--- src/logic/light_prox_defines.svh ---
// register command codes, field positions, reset values and timing counts
`ifndef LIGHT_PROX_DEFINES_SVH
`define LIGHT_PROX_DEFINES_SVH
`define CMD_AMB_CONF 8'h00
`define CMD_AMB_THH 8'h01
`define CMD_AMB_THL 8'h02
`define CMD_PROX_CONF12 8'h03
`define CMD_PROX_CONF34 8'h04
`define CMD_PROX_CANC 8'h05
`define CMD_PROX_THL 8'h06
`define CMD_PROX_THH 8'h07
`define CMD_PROX_DATA 8'h08
`define CMD_AMB_DATA 8'h0B
`define CMD_FLAGS 8'h0D
`define CMD_IDENT 8'h0E
`define AMB_IT_MSB 7
`define AMB_IT_LSB 5
`define AMB_HD_BIT 11
`define AMB_NS_BIT 12
`define AMB_PERS_MSB 3
`define AMB_PERS_LSB 2
`define AMB_IRQ_EN_BIT 1
`define AMB_SHUTDOWN_BIT 0
`define PROX_DUTY_MSB 7
`define PROX_DUTY_LSB 6
`define PROX_PERS_MSB 5
`define PROX_PERS_LSB 4
`define PROX_SD_BIT 0
`define PROX_IRQ_MSB 9
`define PROX_IRQ_LSB 8
`define PROX_MECH_BIT 3
`define PROX_FORCE_BIT 3
`define PROX_TRIG_BIT 2
`define PROX_LOGIC_BIT 14
`define FLAG_AMB_LOW 13
`define FLAG_AMB_HIGH 12
`define FLAG_SUN 10
`define FLAG_CLOSE 9
`define FLAG_AWAY 8
`define RST_AMB_CONF 16'h0001
`define RST_PROX_CONF12 16'h0001
`define RST_ZERO 16'h0000
`define CLK_MHZ 50
`define AMB_BASE_MS 50
`define AMB_BASE_CYC (`AMB_BASE_MS * `CLK_MHZ * 1000)
`define PROX_PERIOD_US 5000
`define PROX_PERIOD_CYC (`PROX_PERIOD_US * `CLK_MHZ)
`define EMIT_ON_CYC 32
`endif

--- src/logic/light_prox_pkg.sv ---
// types shared by the sensor readout logic
package light_prox_pkg;
  typedef struct packed {
    logic [15:0] high;
    logic [15:0] low;
  } window_t;
  typedef struct packed {
    logic above;
    logic below;
  } cross_t;
endpackage

--- src/logic/persist_counter.sv ---
// consecutive-period persistence counter for one sensor
`timescale 1ns/100ps
module persist_counter #(
  parameter int CW = 4
) (
  input wire logic sys_clk,
  input wire logic srst,
  input wire logic sample,
  input wire logic outside,
  input wire logic [CW-1:0] need,
  output logic hit
);
  logic [CW-1:0] cnt_q;
  logic [CW-1:0] cnt_d;
  wire logic reached = (cnt_q + 1'b1) >= need;
  assign hit = sample && outside && reached;
  // restart when back inside before count reached
  assign cnt_d = !outside ? '0 : (reached ? cnt_q : cnt_q + 1'b1); // [RULE19]
  always_ff @(posedge sys_clk) begin
    if (srst) begin
      cnt_q <= '0;
    end else if (sample) begin
      cnt_q <= cnt_d;
    end
  end
endmodule // persist_counter

--- src/logic/light_prox_core.sv ---
// ambient light and proximity result, threshold and interrupt logic
//
// What this block does
// [RULE1] emitter pulsed at programmable on/off duty ratio
// [RULE2] registers hold defaults after reset, no init
// [RULE3] ambient interrupt on high or low crossing
// [RULE4] integration time field selects 50-800 ms
// [RULE5] each range option halves sensitivity, doubles range
// [RULE6] ambient persistence 1, 2, 4 or 8 periods
// [RULE7] proximity persistence 1 to 4 periods
// [RULE8] separate high and low proximity thresholds
// [RULE9] single-shot mode: one measurement per trigger
// [RULE10] cancellation value subtracted from raw proximity
// [RULE11] every command register is readable
// [RULE12] ambient result low byte then high byte
// [RULE13] both sources share one active-low interrupt pin
// [RULE14] registers stay accessible while interrupt asserted
// [RULE15] host should set detection mechanism bit
// [RULE16] flag rise pulls pin low, read clears
// [RULE17] flag byte layout in high half of 0x0D
// [RULE18] logic output mode: pin follows close state
// [RULE19] persistence restarts when back inside window
// [RULE20] cancellation subtraction saturates at zero
`timescale 1ns/100ps
`include "light_prox_defines.svh"
module light_prox_core #(
  parameter int AMB_BASE_CYC = `AMB_BASE_CYC,
  parameter int PROX_PERIOD_CYC = `PROX_PERIOD_CYC,
  parameter logic [15:0] IDENT_CODE = 16'h0055 // arbitrary value
) (
  input wire logic sys_clk,
  input wire logic srst,
  input wire logic reg_wr,
  input wire logic reg_rd,
  input wire logic [7:0] reg_cmd,
  input wire logic [15:0] reg_wdata,
  output logic [15:0] reg_rdata,
  input wire logic [15:0] amb_raw,
  input wire logic [15:0] prox_raw,
  input wire logic sunlight,
  output logic emitter_drive_pin,
  output logic amb_sample,
  output logic prox_sample,
  input wire logic int_n_in,
  output logic int_n_out,
  output logic int_n_oe
);
  // refuse periods the 32-bit counters cannot hold after the 16x shift
  if (AMB_BASE_CYC < 1 || AMB_BASE_CYC > 32'h0FFFFFFF || PROX_PERIOD_CYC < 64) begin : g_bad_param
    $error("period parameters out of range");
  end
  // ==========================================================
  // registers
  logic [15:0] amb_conf_q, amb_thh_q, amb_thl_q, conf12_q, conf34_q;
  logic [15:0] canc_q, prox_thl_q, prox_thh_q, amb_data_q, prox_data_q;
  logic [7:0] flags_q;
  logic [7:0] flags_d;
  logic trig_pend_q;
  logic int_q;
  logic close_q;
  light_prox_pkg::window_t amb_win, prox_win;
  assign amb_win = '{high: amb_thh_q, low: amb_thl_q};
  assign prox_win = '{high: prox_thh_q, low: prox_thl_q}; // [RULE8]
  function automatic logic wr_to(input logic [7:0] c);
    return reg_wr && (reg_cmd == c);
  endfunction
  always_ff @(posedge sys_clk) begin
    if (srst) begin // [RULE2]
      amb_conf_q <= `RST_AMB_CONF;
      amb_thh_q <= `RST_ZERO;
      amb_thl_q <= `RST_ZERO;
      conf12_q <= `RST_PROX_CONF12;
      conf34_q <= `RST_ZERO;
      canc_q <= `RST_ZERO;
      prox_thl_q <= `RST_ZERO;
      prox_thh_q <= `RST_ZERO;
    end else begin // [RULE14]
      if (wr_to(`CMD_AMB_CONF)) amb_conf_q <= reg_wdata;
      if (wr_to(`CMD_AMB_THH)) amb_thh_q <= reg_wdata;
      if (wr_to(`CMD_AMB_THL)) amb_thl_q <= reg_wdata;
      if (wr_to(`CMD_PROX_CONF12)) conf12_q <= reg_wdata;
      // trigger bit is never stored; it always reads back as zero
      if (wr_to(`CMD_PROX_CONF34)) begin
        conf34_q <= reg_wdata & ~(16'h0001 << `PROX_TRIG_BIT);
      end
      if (wr_to(`CMD_PROX_CANC)) canc_q <= reg_wdata;
      if (wr_to(`CMD_PROX_THL)) prox_thl_q <= reg_wdata;
      if (wr_to(`CMD_PROX_THH)) prox_thh_q <= reg_wdata;
    end
  end
  // ==========================================================
  // ambient timing
  wire logic [2:0] it_sel = amb_conf_q[`AMB_IT_MSB:`AMB_IT_LSB];
  wire logic [2:0] it_shift = it_sel[2] ? 3'h4 : it_sel; // [RULE4]
  wire logic amb_on = !amb_conf_q[`AMB_SHUTDOWN_BIT];
  logic [31:0] amb_cnt_q;
  wire logic [31:0] amb_len = 32'(AMB_BASE_CYC) << it_shift; // [RULE4]
  assign amb_sample = amb_on && (amb_cnt_q >= amb_len - 32'h1);
  always_ff @(posedge sys_clk) begin
    if (srst || !amb_on || amb_sample) begin
      amb_cnt_q <= 32'h0;
    end else begin
      amb_cnt_q <= amb_cnt_q + 32'h1;
    end
  end
  // each option divides the count by two
  wire logic [1:0] amb_div = 2'(amb_conf_q[`AMB_HD_BIT]) + 2'(amb_conf_q[`AMB_NS_BIT]);
  wire logic [15:0] amb_scaled = amb_raw >> amb_div; // [RULE5]
  always_ff @(posedge sys_clk) begin
    if (srst) begin
      amb_data_q <= 16'h0000;
    end else if (amb_sample) begin
      amb_data_q <= amb_scaled;
    end
  end
  light_prox_pkg::cross_t amb_x;
  assign amb_x.above = amb_scaled > amb_win.high; // [RULE3]
  assign amb_x.below = amb_scaled < amb_win.low;
  wire logic [1:0] amb_pers = amb_conf_q[`AMB_PERS_MSB:`AMB_PERS_LSB];
  wire logic [3:0] amb_need = 4'h1 << amb_pers; // [RULE6]
  logic amb_hit;
  persist_counter #(.CW(4)) u_amb_pers (
    .sys_clk(sys_clk),
    .srst(srst),
    .sample(amb_sample),
    .outside(amb_x.above || amb_x.below),
    .need(amb_need),
    .hit(amb_hit)
  );
  wire logic amb_irq_en = amb_conf_q[`AMB_IRQ_EN_BIT];
  // ==========================================================
  // proximity timing and emitter
  wire logic force_mode = conf34_q[`PROX_FORCE_BIT];
  wire logic prox_on = !conf12_q[`PROX_SD_BIT];
  wire logic trig_wr = wr_to(`CMD_PROX_CONF34) && reg_wdata[`PROX_TRIG_BIT];
  logic [31:0] prox_cnt_q;
  wire logic [31:0] prox_cnt_d = prox_cnt_q + 32'h1;
  // duty 1/40,1/80,1/160,1/320 sets the period
  wire logic [31:0] prox_len = 32'(`EMIT_ON_CYC * 40) << conf12_q[`PROX_DUTY_MSB:`PROX_DUTY_LSB];
  wire logic free_tick = prox_cnt_q >= prox_len - 32'h1;
  assign prox_sample = prox_on && (force_mode ? (trig_pend_q && free_tick) : free_tick); // [RULE9]
  wire logic running = prox_on && (!force_mode || trig_pend_q);
  assign emitter_drive_pin = running && (prox_cnt_q < 32'(`EMIT_ON_CYC)); // [RULE1]
  always_ff @(posedge sys_clk) begin
    if (srst || !running || free_tick) begin
      prox_cnt_q <= 32'h0;
    end else begin
      prox_cnt_q <= prox_cnt_d;
    end
  end
  always_ff @(posedge sys_clk) begin
    if (srst) begin
      trig_pend_q <= 1'b0;
    end else if (trig_wr && force_mode) begin
      trig_pend_q <= 1'b1; // [RULE9]
    end else if (prox_sample) begin
      trig_pend_q <= 1'b0;
    end
  end
  wire logic [15:0] prox_sub = (prox_raw > canc_q) ? prox_raw - canc_q : 16'h0000; // [RULE20]
  always_ff @(posedge sys_clk) begin
    if (srst) begin
      prox_data_q <= 16'h0000;
    end else if (prox_sample) begin
      prox_data_q <= prox_sub; // [RULE10]
    end
  end
  wire logic prox_above = prox_sub > prox_win.high;
  wire logic prox_below = prox_sub < prox_win.low;
  wire logic [2:0] prox_need = 3'(conf12_q[`PROX_PERS_MSB:`PROX_PERS_LSB]) + 3'h1; // [RULE7]
  logic prox_hit;
  persist_counter #(.CW(3)) u_prox_pers (
    .sys_clk(sys_clk),
    .srst(srst),
    .sample(prox_sample),
    .outside(prox_above),
    .need(prox_need),
    .hit(prox_hit)
  );
  wire logic [1:0] prox_irq = conf12_q[`PROX_IRQ_MSB:`PROX_IRQ_LSB];
  // mechanism bit: away only after a close; otherwise any low crossing
  wire logic mech = conf12_q[`PROX_MECH_BIT]; // [RULE15]
  wire logic close_ev = prox_hit && !close_q;
  wire logic away_ev = prox_sample && prox_below && (close_q || !mech);
  always_ff @(posedge sys_clk) begin
    if (srst) begin
      close_q <= 1'b0;
    end else if (close_ev) begin
      close_q <= 1'b1;
    end else if (away_ev) begin
      close_q <= 1'b0;
    end
  end
  // ==========================================================
  // flags and interrupt pin
  logic [7:0] set_v;
  assign set_v = {2'b00,
                  amb_hit && amb_x.below && amb_irq_en,
                  amb_hit && amb_x.above && amb_irq_en,
                  1'b0,
                  sunlight,
                  close_ev && prox_irq[0],
                  away_ev && prox_irq[1]}; // [RULE17]
  wire logic flag_rd = reg_rd && (reg_cmd == `CMD_FLAGS);
  // a new event wins over the read clear
  assign flags_d = (flag_rd ? 8'h00 : flags_q) | set_v; // [RULE16]
  wire logic logic_mode = conf34_q[`PROX_LOGIC_BIT];
  always_ff @(posedge sys_clk) begin
    if (srst) begin
      flags_q <= 8'h00;
      int_q <= 1'b0;
    end else begin
      flags_q <= flags_d;
      int_q <= logic_mode ? close_q : (flags_d != 8'h00); // [RULE13] [RULE18]
    end
  end
  assign int_n_out = 1'b0;
  assign int_n_oe = int_q; // [RULE13]
  // ==========================================================
  // read mux
  always_comb begin // [RULE11]
    unique case (reg_cmd)
      `CMD_AMB_CONF: reg_rdata = amb_conf_q;
      `CMD_AMB_THH: reg_rdata = amb_thh_q;
      `CMD_AMB_THL: reg_rdata = amb_thl_q;
      `CMD_PROX_CONF12: reg_rdata = conf12_q;
      `CMD_PROX_CONF34: reg_rdata = conf34_q;
      `CMD_PROX_CANC: reg_rdata = canc_q;
      `CMD_PROX_THL: reg_rdata = prox_thl_q;
      `CMD_PROX_THH: reg_rdata = prox_thh_q;
      `CMD_PROX_DATA: reg_rdata = prox_data_q;
      `CMD_AMB_DATA: reg_rdata = amb_data_q; // [RULE12]
      `CMD_FLAGS: reg_rdata = {flags_q, 8'h00};
      `CMD_IDENT: reg_rdata = IDENT_CODE;
      default: reg_rdata = 16'h0000;
    endcase
  end
  wire logic unused_ok = int_n_in;
endmodule // light_prox_core

--- config.mk ---
export PLATFORM = sky130hd
export DESIGN_NAME = light_prox_core
export DESIGN_NICKNAME = d
export VERILOG_FILES = /design/src/logic/light_prox_pkg.sv /design/src/logic/persist_counter.sv /design/src/logic/light_prox_core.sv
export VERILOG_INCLUDE_DIRS = /design/src /design/src/logic
export SDC_FILE = /design/constraint.sdc
export NUM_CORES = 1
export LEC_CHECK = 0
export BUFFER_PORTS_ARGS = -buffer_cell sky130_fd_sc_hd__buf_2
export CAP_MARGIN = 0
export CORE_ASPECT_RATIO = 0.6
export CORE_MARGIN = 3
export CORE_UTILIZATION = 35
export CTS_CLUSTER_SIZE = 24
export DETAILED_ROUTE_END_ITERATION = 12
export PLACE_DENSITY = 0.57
export SKIP_CTS_REPAIR_TIMING = 1
export SYNTH_ARGS = -nofsm -noshare
export SYNTH_HDL_FRONTEND = slang
export SYNTH_HIERARCHICAL = 1
export SYNTH_SLANG_ARGS = --single-unit
--- constraint.sdc ---
create_clock -name sys_clk -period 6.8 [get_ports sys_clk]
set_clock_uncertainty 0.15 [all_clocks]
set_input_delay 0.34 -clock sys_clk [delete_from_list [all_inputs] [get_ports sys_clk]]
set_output_delay 0.34 -clock sys_clk [all_outputs]
set_load 0.03 [all_outputs]
==> flow_summary.ini <==
[status]
outcome = finished with violations
violations = negative hold slack

[setup_path]
cp-start-kind = flip-flop
r2r-end = int_n_oe$_SDFF_PP0_
critPathMaxFanout = 6
critPathCapture = int_n_oe$_SDFF_PP0_
critPathKind = flip-flop to flip-flop
ff2ff_path_depth = 25
critPathRequiredTime_ns = 7.07
cp-end-kind = flip-flop
rrSetupSlack_ns = 0.90
reg2reg_from = canc_q[3]$_SDFFE_PP0P_
crit_arrival_ns = 6.17
critPathLaunch = canc_q[3]$_SDFFE_PP0P_

[global_route]
track_usage_pct = 21.2
antenna_found_initial = 0
overflow = 0
grt_pass1_wl_um = 71600
grt_max_degree = 91
grt_pass1_vias = 11895

[timing]
rsz0062_at_grt = false
fmax_mhz = 169
holdWs_ns = -0.00742
finalHoldViolations = 3
fin_crit_sh_pct = 86.8
fin_tns_setup_ns = 0
slew_viol_final = 0
setup_violations = 0
worst_slew_pin_slew_ns = 1.13
setup_ws_ns = 0.897
maxSlewHeadroom_pct = 24.4
period_minus_slack_ns = 5.90

[final_layout]
layout.nets = 2024
final_util_pct = 40.5
final_area_um2 = 16000
antenna_cells = 0
syn_to_final_growth_pct = 12.6
drive_above_1_share_pct = 9.46

[route]
vias_per_cell = 5.53
drtIter0Drc = 1692
drt_wl_total_um = 46900
drtPass1Iterations = 7
vias = 13121
wl_per_cell_um = 19.8
ant_nets = 0
drc_errors = 0

[place]
dp_slack_ns = 1.05
dpl_cell_area_um2 = 15000
place_hpwl_um = 35900
routabilityCongestion = 0.903
io_buffers = 80

[power]
p_leak_nw = 5.75
ir_worst_vdd_mv = 0.152
power.total_w = 0.00323
p_per_area_nw_per_um2 = 201

[yosys]
synth-seq-area-share_pct = 33.9
synth_warnings = 6
syn_area_um2 = 14200
async_flop_share_pct = 0
synth-edff-count = 0
ys_ff_latch = 241
ys.flop_type = dfxtp_1
syn_inst = 1785
syn_area_per_cell_um2 = 7.98
synth_cell_types = 85

[flow_run]
drv_cap = 0

[cts]
cts_buffer_depth = 3
htree_levels = 1
clock-sinks = 241
cts-root-buf = clkbuf_16
cts_buffers = 26
clkLatencyLatePin_ns = 0.56
clk_pin_slew_ns = 0.07
cts_tree = done

[hold_path]
hold_depth = 3
holdCritPathClass = primary input to flip-flop

[floorplan]
core_um2 = 39600
ios = 83
row_count = 56
dieArea_um2 = 43200
initial_utilization_pct = 36.0
die_h_um = 162
fp.dieW_um = 266
==> worst min path at each step <==
stage                                  endpoint               startpoint
6_report              conf12_q[12]$_SDFFE_PP0P_            reg_wdata[12]
5_1_grt              amb_thh_q[12]$_SDFFE_PP0P_            reg_wdata[12]
4_1_cts                   flags_q[2]$_SDFF_PP0_                 sunlight
3_5_place_dp            amb_cnt_q[0]$_SDFF_PP0_  amb_cnt_q[0]$_SDFF_PP0_
3_3_place_gp            amb_cnt_q[0]$_SDFF_PP0_  amb_cnt_q[0]$_SDFF_PP0_
2_1_floorplan  u_amb_pers/cnt_q[2]$_SDFFE_PP0P_                     srst
==> synthesized netlist by cell type (18+ instances only) <==
| library cell | instances | share of area, % |
|---|---|---|
| nand3_1 | 48 | 1.7 |
| xor2_1 | 33 | 2.0 |
| dfxtp_1 | 241 | 34 |
| nand2_1 | 336 | 8.9 |
| nor3_1 | 18 | 0.63 |
| o21ai_0 | 33 | 1.2 |
| inv_1 | 111 | 2.9 |
| a221oi_1 | 18 | 1.1 |
| clkbuf_1 | 48 | 1.3 |
| nand4_1 | 32 | 1.4 |
| xnor2_1 | 39 | 2.4 |
| nor2_1 | 139 | 3.7 |
| mux2i_1 | 28 | 2.0 |
| a21oi_1 | 180 | 6.3 |
| ha_1 | 132 | 12 |
| buf_2 | 29 | 1.0 |
| and2_1 | 25 | 1.1 |
| a22o_1 | 19 | 1.2 |
| a22oi_1 | 27 | 1.4 |
==> per-layer routing <==
metal	vias up	track usage (%)	wire [um]
li1	6300	-	-
met1	6258	34.2	23700
met2	510	28.5	18100
met3	53	4.41	4400
met4	0	3.36	757
met5	-	0	0
==> state kept, by name, summed over array words and instances (netlist names) <==
register           flops
amb_cnt_q             32
amb_conf_q            16
amb_data_q            16
amb_thh_q             16
amb_thl_q             16
canc_q                16
close_q                1
conf12_q              16
conf34_q              15
flags_q                8
int_n_oe               1
prox_cnt_q            32
prox_data_q           16
prox_thh_q            16
prox_thl_q            16
trig_pend_q            1
u_amb_pers/cnt_q       4
u_prox_pers/cnt_q      3
==> power breakdown <==
part	switching [W]	internal (W)
Clock	0.000630	0.000875
Sequential	0.00000481	0.00142
Combinational	0.000185	0.000114
==> kinds of logic (layout without fill, tap and decap cells) <==
kind of cell               Yosys count  in the layout  share of synthesized area (%)
xor gates and xnor gates            72             72                           4.43
DFF                                241            241                           33.9
and+or+nand+nor                    707            707                           22.9
adders and majority gates          133            133                           11.7
other                                2              7                         0.0527
AOI/OAI and AO/OA                  387            387                           17.6
muxes                               37             37                           3.31
buffers and inverters              206            265                           6.03
==> critical path: stages, from the launching register on <==
cell	delay, ns
dfxtp_1	0.39
inv_1	0.07
ha_1	0.34
a21oi_1	0.37
nor2b_1	0.11
o311ai_0	0.56
buf_4	0.23
nand2b_1	0.08
a21oi_1	0.18
xor2_1	0.19
nor2_1	0.09
ha_1	0.31
a21o_1	0.18
a21o_1	0.17
a21o_1	0.16
a21oi_1	0.13
nor2_1	0.06
a2111oi_0	0.51
buf_4	0.22
a21oi_1	0.06
buf_4	0.18
nand2_1	0.06
nor2_1	0.07
and3_1	0.20
a2111oi_0	0.53
a41oi_2	0.17
==> area by class of cell <==
class	instances	area, um^2
Clock buffer	41	828
Clock inverter	7	72.6
Fill cell	4041	23500
Inverter	112	420
Multi-Input combinational cell	1343	8620
Sequential cell	241	4820
Tap cell	522	653
Timing Repair Buffer	105	624
==> layout by cell type (no fill, tap or decap), drive strengths merged, types with 26 or more instances in the layout <==
cell type  netlist  final
nand3           48     48
buf             42     93
mux2i           28     28
nand4           33     33
dfxtp          241    241
nor2           144    144
ha             132    132
nand2          336    336
o21ai           35     35
xor2            33     33
inv            112    113
and2            26     26
clkbuf          52     41
xnor2           39     39
a21oi          180    180
a22oi           27     27
==> metrics by stage <==
| stage | cells | hold WS [ns] |
|---|---|---|
| after CTS | 2359 | -0.0709 |
| after detailed placement | 2311 | 0.288 |
| final | 2371 | -0.00742 |
| after global placement | 2311 | 0.276 |
| after floorplan | 1790 | 0.259 |
| after global routing | 2371 | 0.00216 |
(Power assumes the default switching activity.)
